<file path="config.mk">
export PLATFORM = sky130hd
export DESIGN_NAME = adc_serial_readout_timing
export DESIGN_NICKNAME = d
export VERILOG_FILES = /design/src/adc_readout_pkg.sv /design/src/adc_serial_readout_timing.sv
export SDC_FILE = /design/constraint.sdc
export NUM_CORES = 1
export LEC_CHECK = 0
export BUFFER_PORTS_ARGS = -buffer_cell sky130_fd_sc_hd__buf_2
export CAP_MARGIN = 20
export CORE_ASPECT_RATIO = 0.75
export CORE_MARGIN = 4
export CORE_UTILIZATION = 35
export DETAILED_ROUTE_END_ITERATION = 16
export PLACE_DENSITY_LB_ADDON = 0.3
export SLEW_MARGIN = 20
export SYNTH_ARGS = -nofsm -noshare
export SYNTH_HDL_FRONTEND = slang
export SYNTH_SLANG_ARGS = --single-unit
</file>
<file path="constraint.sdc">
create_clock -name clk_sys -period 2.5 [get_ports clk_sys]
set_input_delay 0.25 -clock clk_sys [delete_from_list [all_inputs] [get_ports clk_sys]]
set_output_delay 0.25 -clock clk_sys [all_outputs]
set_load 0.02 [all_outputs]
</file>
<file path="src/adc_readout_pkg.sv">
// constants shared by the serial readout block of the converter
// assumes a 250 MHz system clock sampling all serial pins
//
// Contract
// RL1: host idles 3, 12 or 24 master clocks between serial operations.
// RL2: host holds restart low 3, 12 or 24 master clocks by power mode.
// RL3: a result landing while ready is low gives 6, 25 or 50 us high first.
// RL4: data changes on the falling serial clock edge, sampled on the rise.
// RL5: once the host has read a result the ready indication returns high.
// RL6: outside continuous read a result may be re-read while ready is high.
// RL7: in continuous read mode each result is shifted out once only.
// RL8: hold-until-deselect clear: pin turns to ready after the last rise.
// RL9: hold-until-deselect set: lsb stays on the pin until deselect.
// RL10: the switch to ready waits at least 10 ns, or 110 ns when extended.
// RL11: after chip select goes high the output is released within 80 ns.
package adc_readout_pkg;

    localparam int RESULT_W_DEF   = 24;
    localparam int CLK_PERIOD_NS  = 4;

    // ready switch delay after the last rising serial clock edge
    localparam int T_RDY_SW_NS     = 10;
    localparam int T_RDY_SW_EXT_NS = 110;
    localparam int RDY_SW_CYC      =
        (T_RDY_SW_NS + CLK_PERIOD_NS - 1) / CLK_PERIOD_NS;
    localparam int RDY_SW_EXT_CYC  =
        (T_RDY_SW_EXT_NS + CLK_PERIOD_NS - 1) / CLK_PERIOD_NS;

    // typical high time when a result lands while ready is shown
    localparam int T_GAP_FULL_US  = 6;
    localparam int T_GAP_MID_US   = 25;
    localparam int T_GAP_LOW_US   = 50;
    localparam int GAP_FULL_CYC   = T_GAP_FULL_US * 1000 / CLK_PERIOD_NS;
    localparam int GAP_MID_CYC    = T_GAP_MID_US * 1000 / CLK_PERIOD_NS;
    localparam int GAP_LOW_CYC    = T_GAP_LOW_US * 1000 / CLK_PERIOD_NS;
    localparam int GAP_CNT_W      = 16;
    localparam int DLY_CNT_W      = 8;

    // power mode encoding
    localparam logic [1:0] PWR_FULL = 2'h0;
    localparam logic [1:0] PWR_MID  = 2'h1;
    localparam logic [1:0] PWR_LOW  = 2'h2;

    // pin synchroniser slots and their reset levels
    localparam int         PIN_SCLK = 0;
    localparam int         PIN_CS   = 1;
    localparam int         PIN_N    = 2;
    localparam logic [1:0] PIN_RST  = 2'h3;

    typedef enum logic [4:0] {
        ST_IDLE  = 5'b00001,
        ST_SEL   = 5'b00010,
        ST_SHIFT = 5'b00100,
        ST_TAIL  = 5'b01000,
        ST_HOLD  = 5'b10000
    } rd_state_t;

endpackage

</file>
<file path="src/adc_serial_readout_timing.sv">
// serial readout side of a sigma-delta converter: ready signalling and
// result shift-out on the shared data/ready pin
// assumes cs_n and sclk come from an outside host and are resampled here
`timescale 1ns/100ps
module adc_serial_readout_timing
    import adc_readout_pkg::*;
#(
    parameter int GAP_FULL = GAP_FULL_CYC,
    parameter int GAP_MID  = GAP_MID_CYC,
    parameter int GAP_LOW  = GAP_LOW_CYC,
    parameter int RESULT_W = RESULT_W_DEF
) (
    input  wire logic                clk_sys,
    input  wire logic                rst,
    input  wire logic                cs_n,
    input  wire logic                sclk,
    input  wire logic [1:0]          power_mode,
    input  wire logic                cont_read_mode,
    input  wire logic                hold_until_deselect,
    input  wire logic                ready_switch_delay_extend,
    input  wire logic                result_valid,
    input  wire logic [RESULT_W-1:0] result_data,
    output logic                     dout,
    output logic                     dout_oe,
    output logic                     data_ready,
    output logic                     read_done
);

    // ****************************************
    // pin resampling
    // ****************************************
    logic [PIN_N-1:0] pin_in;
    logic [PIN_N-1:0] lvl_r;
    logic [PIN_N-1:0] lvl_d_r;
    logic [2:0]       sync_r [PIN_N];

    // reset levels match the idle pins, so no false edge after reset
    assign pin_in = {cs_n, sclk};

    genvar gi;
    generate
        for (gi = 0; gi < PIN_N; gi++) begin : g_sync
            always_ff @(posedge clk_sys) begin
                if (rst) begin
                    sync_r[gi]  <= {3{PIN_RST[gi]}};
                    lvl_r[gi]   <= PIN_RST[gi];
                    lvl_d_r[gi] <= PIN_RST[gi];
                end else begin
                    sync_r[gi]  <= {sync_r[gi][1:0], pin_in[gi]};
                    // a change counts once stages two and three agree
                    if (sync_r[gi][2] == sync_r[gi][1]) begin
                        lvl_r[gi] <= sync_r[gi][2];
                    end
                    lvl_d_r[gi] <= lvl_r[gi];
                end
            end
        end
    endgenerate

    logic sclk_fall;
    logic sclk_rise;
    logic cs_act;

    assign sclk_fall = lvl_d_r[PIN_SCLK] & ~lvl_r[PIN_SCLK];
    assign sclk_rise = ~lvl_d_r[PIN_SCLK] & lvl_r[PIN_SCLK];
    assign cs_act    = ~lvl_r[PIN_CS];

    // ****************************************
    // result holding and ready indication
    // ****************************************
    logic [RESULT_W-1:0]  result_r;
    logic                 ready_r;
    logic                 fresh_r;
    logic [GAP_CNT_W-1:0] gap_cnt_r;
    logic [GAP_CNT_W-1:0] gap_len;
    logic                 read_end;

    always_comb begin
        case (power_mode)
            PWR_MID: gap_len = GAP_CNT_W'(GAP_MID);
            PWR_LOW: gap_len = GAP_CNT_W'(GAP_LOW);
            default: gap_len = GAP_CNT_W'(GAP_FULL);
        endcase
    end

    always_ff @(posedge clk_sys) begin
        if (rst) begin
            result_r  <= '0;
            ready_r   <= 1'b0;
            fresh_r   <= 1'b0;
            gap_cnt_r <= '0;
        end else begin
            // a new result wins over a read ending in the same cycle
            if (result_valid) begin
                result_r <= result_data;
                fresh_r  <= 1'b1;
                if (ready_r) begin
                    // RL3: high gap first
                    ready_r   <= 1'b0;
                    gap_cnt_r <= gap_len;
                end else begin
                    ready_r   <= 1'b1;
                    gap_cnt_r <= '0;
                end
            end else begin
                if (read_end) begin
                    // RL5: ready returns high
                    ready_r <= 1'b0;
                    fresh_r <= 1'b0;
                end
                if (gap_cnt_r != '0) begin
                    gap_cnt_r <= gap_cnt_r - GAP_CNT_W'(1);
                    if (gap_cnt_r == GAP_CNT_W'(1)) begin
                        ready_r <= 1'b1;
                    end
                end
            end
        end
    end

    always_ff @(posedge clk_sys) begin
        if (rst) begin
            data_ready <= 1'b0;
        end else begin
            // one cycle behind ready_r so the port comes from a flop
            data_ready <= ready_r;
        end
    end

    // ****************************************
    // shift-out sequencer
    // ****************************************
    localparam int BIT_W = $clog2(RESULT_W);

    rd_state_t            state_r;
    logic [RESULT_W-1:0]  shift_r;
    logic [BIT_W-1:0]     bit_cnt_r;
    logic [DLY_CNT_W-1:0] dly_cnt_r;
    logic                 can_read;

    // RL6: re-read allowed
    // RL7: one shot when continuous
    assign can_read = cont_read_mode ? fresh_r : 1'b1;
    // a deselect landing with the last rise aborts rather than completes
    assign read_end = (state_r == ST_SHIFT) && sclk_rise && cs_act &&
                      (bit_cnt_r == '0);

    always_ff @(posedge clk_sys) begin
        if (rst) begin
            state_r   <= ST_IDLE;
            shift_r   <= '0;
            bit_cnt_r <= '0;
            dly_cnt_r <= '0;
            dout      <= 1'b1;
            dout_oe   <= 1'b0;
            read_done <= 1'b0;
        end else begin
            read_done <= 1'b0;
            if (!cs_act) begin
                // RL11: release on deselect
                state_r <= ST_IDLE;
                dout_oe <= 1'b0;
                dout    <= 1'b1;
            end else begin
                case (state_r)
                    ST_IDLE: begin
                        state_r <= ST_SEL;
                        dout_oe <= 1'b1;
                        dout    <= ~ready_r;
                    end
                    ST_SEL: begin
                        dout <= ~ready_r;
                        if (sclk_fall && can_read) begin
                            // RL4: data on falling edge
                            shift_r   <= result_r << 1;
                            dout      <= result_r[RESULT_W-1];
                            bit_cnt_r <= BIT_W'(RESULT_W - 1);
                            state_r   <= ST_SHIFT;
                        end
                    end
                    ST_SHIFT: begin
                        if (sclk_fall && bit_cnt_r != '0) begin
                            // RL4: next bit on falling edge
                            dout      <= shift_r[RESULT_W-1];
                            shift_r   <= shift_r << 1;
                            bit_cnt_r <= bit_cnt_r - BIT_W'(1);
                        end else if (read_end) begin
                            read_done <= 1'b1;
                            if (hold_until_deselect) begin
                                // RL9: keep lsb until deselect
                                state_r <= ST_HOLD;
                            end else begin
                                // RL10: switch delay
                                state_r   <= ST_TAIL;
                                dly_cnt_r <= ready_switch_delay_extend ?
                                             DLY_CNT_W'(RDY_SW_EXT_CYC) :
                                             DLY_CNT_W'(RDY_SW_CYC);
                            end
                        end
                    end
                    // counted from the detected rise, which trails the pin,
                    // so the minimum delay holds with margin
                    ST_TAIL: begin
                        dly_cnt_r <= dly_cnt_r - DLY_CNT_W'(1);
                        if (dly_cnt_r == DLY_CNT_W'(1)) begin
                            // RL8: pin turns to ready
                            dout    <= ~ready_r;
                            state_r <= ST_SEL;
                        end
                    end
                    ST_HOLD: begin
                        state_r <= ST_HOLD;
                    end
                    default: begin
                        state_r <= ST_IDLE;
                    end
                endcase
            end
        end
    end

endmodule

</file>
---- Word level (Yosys, flattened, before mapping) ----
Memories as Yosys holds them, arrays and structs flattened.
Cells that the tools add are included.
word-level totals
  word-level logic and storage cells ...... 103
  bits of input ports ..................... 34
  output and inout bits ................... 4
  bits in registers ....................... 91
  memories kept ........................... 1
  memory bits (writable) .................. 6
cells by class
  muxes and demuxes ....................... 39
  eq/ne operators ......................... 17
  add/sub/neg operators ................... 3
  reductions and logical operators ........ 19
  bitwise gates (word level) .............. 9
memory list
  name    words  width  read ports  clocked after Yosys merged registers in  write ports  line                             source
  sync_r  2      3      2           0                                        2            adc_serial_readout_timing.sv:35  logic [2:0] sync_r [PIN_N];
operators by type and width
  kind                     count
  $mux W16                 3
  $mux W24                 2
  $pmux W24 S2             1
  $mux W5                  8
  $pmux W14 S2             1
  $pmux W5 S5              1
  $mux W8                  3
  $eq A16 B1 Y1 const B    1
  $pmux W8 S2              1
  $reduce_bool A16 Y1      1
  $sub A16 B1 Y16 const B  1
  $mux W1                  15
  $ne A2 B2 Y1 const B     5
  $pmux W5 S2              1
  $eq A8 B1 Y1 const B     1
  $reduce_and A4 Y1        2
  $reduce_bool A2 Y1       4
  $sub A8 B1 Y8 const B    1
  $mux W3                  2
  $eq A5 B1 Y1 const B     1
  $eq A5 B2 Y1 const B     1
  $eq A5 B3 Y1 const B     1
  $eq A5 B4 Y1 const B     1
  $eq A5 B5 Y1 const B     1
  17 further kinds         28

---- Logic depth before layout (Yosys ltp) ----
Gate-level depths: netlist (run 1).
  depth after elaboration ................. 9
  mapped depth ............................ 9
  mapped depth without buffers ............ 7

---- Worst setup path before layout (run 1) ----
No wires, ideal clock.
  kind .................................... flip-flop to flip-flop
  start ................................... reg bit_cnt_r[0]
  end ..................................... reg dly_cnt_r[0]
  arrival ................................. 2307 ps
  path slack .............................. 123 ps
  path buffers ............................ 0
  clock period less this slack ............ 2377 ps
  required time ........................... 2430 ps
  library setup time ...................... 70 ps
  cell stages (with the launch flop) ...... 8
  cell sequence ........................... dfxtp_1 inv_1 ha_1 or4b_4 or4b_4 o32a_4 or3_1 a21oi_1
between the ends
  word-level cells in the longest chain between the ends .. 4
  elaborated cells on any way between the ends .. 7
  classes of those cells .................. 2 x eq/ne; 5 x reduce/logical
RTL lines
  what                                                           line                                                                source
  from (decl)                                                    adc_serial_readout_timing.sv:137                                    logic [BIT_W-1:0] bit_cnt_r;
  from (signal assigned)                                         adc_serial_readout_timing.sv:177                                    bit_cnt_r <= BIT_W'(RESULT_W - 1);
  from (signal assigned)                                         adc_serial_readout_timing.sv:186                                    bit_cnt_r <= bit_cnt_r - BIT_W'(1);
  $reduce_bool A5 Y1 / $logic_not A5 Y1 (equally long branches)  adc_serial_readout_timing.sv:182, adc_serial_readout_timing.sv:146
  $logic_and A1 B1 Y1, on equally long branches                  adc_serial_readout_timing.sv:182, adc_serial_readout_timing.sv:145
  $ne A2 B2 Y1 (no line)                                         n/a
  $reduce_and A5 Y1 (no line) *                                  n/a
  to (signal assigned)                                           adc_serial_readout_timing.sv:195                                    dly_cnt_r <= ready_switch_delay_extend ?
  to (signal assigned)                                           adc_serial_readout_timing.sv:204                                    dly_cnt_r <= dly_cnt_r - DLY_CNT_W'(1);
  to (decl)                                                      adc_serial_readout_timing.sv:138                                    logic [DLY_CNT_W-1:0] dly_cnt_r;
Every way passes the cells marked *; elsewhere a longest branch is shown, timed or not.
A chain may end at the register's enable or synchronous reset.

---- Worst setup path after layout (run 1) ----
Same ends and word-level chain as after synthesis.

==> flow_metrics.tcl, run 1 <==
set metrics [dict create \
    cpPeakStageDelay_ns 0.52 \
    antenna_found_initial 0 \
    ys_ff_latch 96 \
    p_switching_w 0.00104 \
    drt_iter0_markers 164 \
    ff2ff_path_depth 7 \
    design_area_um2 5100 \
    synth-async-reset-ratio 0 \
    initial_core_util 0.360 \
    cp_common_cell "or4b_4" \
    slowest_stage "or4b_4" \
    routed_via_density 5.08 \
    rsz0062_at_grt "true" \
    dieArea_um2 14500 \
    numCtsBuffers 9 \
    final_cell_mix "96 x dfxtp_1, 80 x nor2_1, 59 x nand2_1" \
    dpl-instance-area_um2 4830 \
    cts_setup_buffers 0 \
    critical_path.cell_chain "inv_2 > ha_2 > or4b_4 > or4b_4 > o32a_4 > or3_1 > a21oi_1" \
    synth_area_um2 4430 \
    intPower_w 0.00266 \
    leakagePower_nw 1.92 \
    core_um2 12300 \
    fin_crit_sh 0.960 \
    ff2ff_setup_slack_ns 0.10 \
    whs_ns 0.0958 \
    worst_pin_slew_ns 0.614 \
    place.gp.congestion 0.846 \
    yosysTopAreaCell "dfxtp_1" \
    status "finished, final reports clean" \
    slew_violations 0 \
    syn_nets 565 \
    clk_latency_ns 0.34 \
    hold_start "cs_n" \
    p_sw_frac 0.281 \
    cts_sinks 96 \
    yosysWarnings 0 \
    io_buffers 37 \
    holdPathStages 2 \
    drc 0 \
    grt_overflow 0 \
    cts-root-buf "clkbuf_16" \
    track_usage 0.135 \
    crit_arrival_ns 2.67 \
    path_buf_inv 1 \
    cp_max_fo 4 \
    syn_inst 520 \
    min_to "sync_r[1][0]$_SDFF_PP1_" \
    fin_skew_ns 0.00902 \
    fin_crit_ns 2.40 \
    antenna_left 0 \
    dieHeight_um 105 \
    drt_first_pass_iters 4 \
    start_kind "register" \
    max_freq_mhz 417 \
    place_hpwl_um 6640 \
    endpoint_kind "register" \
    regToRegStartpoint "bit_cnt_r[0]$_SDFFE_PP0P_" \
    synth_flop_cell "dfxtp_1" \
    comb_power_share 0.197 \
    synth-seq-area-share 0.434 \
    finalSetupViolCount 0 \
    grt_max_degree 78 \
    antenna_cells 0 \
    dieWidth_um 138 \
    grt_pass1_wl_um 16100 \
    h-tree-depth 3 \
    mostFrequentLayoutCell "dfxtp_1" \
    num_vias 3661 \
    fin_util 0.415 \
    cp_top_family "simple AND/OR/NAND/NOR gates" \
    clockBufferDepth 2 \
    hold_viol 0 \
    area_growth_pct 15.4 \
    finish.net_count 594 \
    power_frac_seq 0.463 \
    crit_path_start "bit_cnt_r[0]$_SDFFE_PP0P_" \
    wl_per_cell_um 13.2 \
    num_rows 35 \
    io_pins 38 \
    drive_gt1_frac 0.153 \
    grt_pass1_vias 3386 \
    hp-class "in2reg" \
    wirelength_um 9510 \
    reg2reg_to "dly_cnt_r[0]$_SDFFE_PP0P_" \
    yosysUniqueCellTypes 54 \
    synth_top_area_share 0.434 \
    crit_type "reg2reg" \
    p_per_area_nw_per_um2 724 \
    pwr-share-clk 0.340 \
    cts_tree "yes" \
    path_clk_slew_ns 0.06 \
    cap_violations 0 \
    ys_top_cells_by_area "dfxtp_1 43%, mux2i_1 6.8%, nor2_1 6.8%" \
    slew_headroom 0.587 \
    synth_area_per_cell_um2 8.51 \
    peakVddDrop_uv 433 \
    synth_enable_flop_cells 0 \
    cp_data_required_time_ns 2.77 \
]
area by class of cell:
class	count	area [um^2]
multi-input combinational	376	2330
tap	166	208
inverter	14	52.6
clock buffer	14	254
clock inverter	2	13.8
sequential	96	1920
timing repair buffer	52	323
fill	1229	7200
state kept, by name (all words and copies together), names as in the netlist:
register / cells
dly_cnt_r: 8
state_r: 5
lvl_d_r: 1
lvl_r: 2
dout: 1
bit_cnt_r: 5
dout_oe: 1
fresh_r: 1
sync_r: 6
ready_r: 1
data_ready: 1
gap_cnt_r: 16
read_done: 1
shift_r: 23
result_r: 24
cells by family (layout without fill, tap and decap cells):
logic type	after synthesis	after routing	synth area share
fa+ha+maj	11	11	0.0311
flops	96	96	0.434
buf+inv	48	82	0.0418
compound gates	100	100	0.157
simple gates	222	222	0.242
mux	30	30	0.0679
xor+xnor	13	13	0.0257
cell usage after synthesis (6+ instances only):
cell type	instances
dfxtp_1	96
nor2_1	80
nand2_1	59
mux2i_1	30
clkbuf_1	28
a21oi_1	23
a311oi_1	23
o21ai_0	21
nor3_1	18
inv_1	14
ha_1	11
or2_2	9
xnor2_1	7
nand3_1	6
nor4_1	6
xor2_1	6
worst reg2reg max path: cells and delay by family (launching register included):
family	cells	cell delay (ns)
adder cells (fa/ha/maj)	1	0.17
flip-flops	1	0.33
AND/OR/NAND/NOR	3	1.34
buffers and inverters	1	0.07
AO/OA/AOI/OAI	2	0.44
power groups by stage:
stage / clock (W) / combinational, W / sequential (W)
floorplan: 0 / 0.000575 / 0.00172
global placement: 0 / 0.000720 / 0.00174
global route: 0.00137 / 0.000835 / 0.00173
CTS: 0.00131 / 0.000732 / 0.00171
finish: 0.00126 / 0.000729 / 0.00171
detailed placement: 0 / 0.000729 / 0.00175
routing by layer:
metal | vias to the layer above | global-route usage | share of wire
met5 | - | 0 | 0
met4 | 0 | 0.0381 | 0.0088
met3 | 7 | 0.0344 | 0.031
met2 | 50 | 0.196 | 0.44
met1 | 1712 | 0.197 | 0.52
li1 | 1892 | - | -
worst max path at each step:
stage / end / cells after the start
CTS: dly_cnt_r[0]$_SDFFE_PP0P_ / 7
finish: dly_cnt_r[0]$_SDFFE_PP0P_ / 7
floorplan: dly_cnt_r[0]$_SDFFE_PP0P_ / 7
global placement: dly_cnt_r[0]$_SDFFE_PP0P_ / 7
detailed placement: dly_cnt_r[7]$_SDFFE_PP0P_ / 8
global route: dly_cnt_r[0]$_SDFFE_PP0P_ / 7
repair_timing:
| item | CTS | global route |
|---|---|---|
| hold buffers | 0 | 0 |
| resized for setup | 0 | 6 |
| setup endpoints to repair | 0 | 6 |
metrics by stage:
stage / instances / power (W) / setup TNS, ns / worst slack, ns
CTS: 720 / 0.00375 / 0 / 0.0609
detailed placement: 704 / 0.00248 / 0 / 0.0697
global placement: 704 / 0.00246 / 0 / 0.0981
floorplan: 520 / 0.00230 / 0 / 0.123
global route: 720 / 0.00393 / -0.0283 / -0.0283
finish: 720 / 0.00370 / 0 / 0.101
Note: power is estimated with default switching activity, not from simulation.
==> inputs of run 2 (changes only) <==
--- a/config.mk
+++ b/config.mk
@@ -12,6 +12,7 @@
 export CORE_UTILIZATION = 35
 export DETAILED_ROUTE_END_ITERATION = 16
 export PLACE_DENSITY_LB_ADDON = 0.3
+export REMOVE_ABC_BUFFERS = 1
 export SLEW_MARGIN = 20
 export SYNTH_ARGS = -nofsm -noshare
 export SYNTH_HDL_FRONTEND = slang
==> flow_metrics.tcl, run 2 (synthesis gave the netlist of run 1 again) <==
set metrics [dict create \
    path_clk_slew_ns 0.07 \
    place.gp.congestion 0.844 \
    slew_headroom 0.594 \
    io_pins 38 \
    p_per_area_nw_per_um2 727 \
    endpoint_kind "register" \
    finish.net_count 597 \
    ff2ff_path_depth 7 \
    clk_latency_ns 0.34 \
    antenna_found_initial 0 \
    dieArea_um2 14500 \
    max_freq_mhz 408 \
    grt_max_degree 50 \
    initial_core_util 0.360 \
    finalSetupViolCount 0 \
    grt_pass1_vias 3525 \
    wl_per_cell_um 13.8 \
    crit_path_start "bit_cnt_r[0]$_SDFFE_PP0P_" \
    crit_arrival_ns 2.72 \
    status "finished, final reports clean" \
    place_hpwl_um 6880 \
    hold_buffers 0 \
    crit_type "reg2reg" \
    cp_data_required_time_ns 2.78 \
    num_vias 3765 \
    cts-root-buf "clkbuf_16" \
    wirelength_um 9990 \
    top_regs "result_r: 24 flops, shift_r: 23 flops, gap_cnt_r: 16 flops" \
    fin_crit_sh 0.979 \
    fin_util 0.420 \
    io_buffers 37 \
    largest_reg_flops 24 \
    regToRegStartpoint "bit_cnt_r[0]$_SDFFE_PP0P_" \
    reg2reg_to "dly_cnt_r[0]$_SDFFE_PP0P_" \
    routed_via_density 5.21 \
    hp-class "in2reg" \
    dieWidth_um 138 \
    fillers 1235 \
    crit_end "dly_cnt_r[0]$_SDFFE_PP0P_" \
    fin_crit_ns 2.45 \
    mostFrequentLayoutCell "dfxtp_1" \
    worst_pin_slew_ns 0.603 \
    design_area_um2 5170 \
    clockBufferDepth 2 \
    track_usage 0.143 \
    h-tree-depth 3 \
    ff2ff_setup_slack_ns 0.05 \
    leakagePower_nw 1.94 \
    holdPathStages 2 \
    drc 0 \
    dpl-instance-area_um2 4840 \
    cap_violations 0 \
    preCtsSetupSlack_ns -0.0179 \
    antenna_left 0 \
    numCtsBuffers 9 \
    drt_first_pass_iters 4 \
    slew_violations 0 \
    cts_sinks 96 \
    fin_skew_ns 0.00562 \
    cp_max_fo 4 \
    drt_iter0_markers 370 \
    setup_ws_ns 0.0517 \
    dieHeight_um 105 \
    cts_tree "yes" \
    antenna_cells 0 \
    final_cell_mix "94 x dfxtp_1, 80 x nor2_1, 59 x nand2_1" \
    regMostFlops "result_r" \
    core_um2 12300 \
    num_rows 35 \
    final.setup.tns_ns 0 \
    cts_setup_buffers 0 \
    area_growth_pct 16.9 \
    start_kind "register" \
    hold_viol 0 \
    grt_pass1_wl_um 17100 \
    peakVddDrop_uv 410 \
    drive_gt1_frac 0.178 \
    grt_overflow 0 \
]
==> run 2: cell count changes in the layout (fill, tap and decap cells not counted), sizes merged <==
cell | before | now
clkinvlp | 0 | 2
buf | 52 | 55
clkbuf | 14 | 11
inv | 15 | 16
==> run 2: power by group <==
group          total (W)  switching, W  internal [W]  leakage, nW
combinational   0.000759      0.000412      0.000346         1.03
sequential       0.00171     0.0000906       0.00162        0.784
clock            0.00129      0.000603      0.000684        0.127
total            0.00376       0.00111       0.00265         1.94
==> run 2: area by class of cell <==
cell class	instances	area (um^2)	area share
multi-input cells	376	2370	0.459
flip-flops and latches	96	1920	0.372
repair buffers	55	337	0.0651
clock buffers	11	233	0.0450
well taps	166	208	0.0402
inverters	14	55.1	0.0106
clock inverters	5	41.3	0.00798
==> run 2: worst min path at each step <==
stage,endpoint,startpoint
after global routing,sync_r[0][0]$_SDFF_PP1_,sclk
after CTS,sync_r[0][0]$_SDFF_PP1_,sclk
after floorplan,bit_cnt_r[3]$_SDFFE_PP0P_,rst
final,sync_r[0][0]$_SDFF_PP1_,sclk
after detailed placement,sync_r[0][1]$_SDFF_PP1_,sync_r[0][0]$_SDFF_PP1_
after global placement,sync_r[1][1]$_SDFF_PP1_,sync_r[1][0]$_SDFF_PP1_
==> run 2: repair_timing <==
action,CTS,global route
pin swaps,0,2
resized for setup,3,18
setup endpoints to repair,2,7
==> run 2: through the flow <==
step | hold WS [ns] | instances | power (W)
after floorplan | 0.319 | 486 | 0.00226
after global placement | 0.393 | 707 | 0.00248
after detailed placement | 0.396 | 707 | 0.00250
after global routing | 0.0892 | 723 | 0.00397
final | 0.0829 | 723 | 0.00376
after CTS | 0.0710 | 723 | 0.00379
==> run 2: routing by layer <==
metal | GRT usage | wire, um | up-vias
li1 | - | - | 1899
met1 | 0.203 | 4940 | 1770
met2 | 0.211 | 4430 | 84
met3 | 0.0391 | 511 | 12
met4 | 0.0423 | 109 | 0
met5 | 0 | 0 | -
==> run 2: worst max-delay path, stage by stage, from the launching register on <==
cell and delay (ns):
dfxtp_2 0.34, inv_4 0.07, ha_4 0.13, or4b_4 0.48, or4b_4 0.55, o32a_4 0.33
or3_4 0.37, a21oi_2 0.11
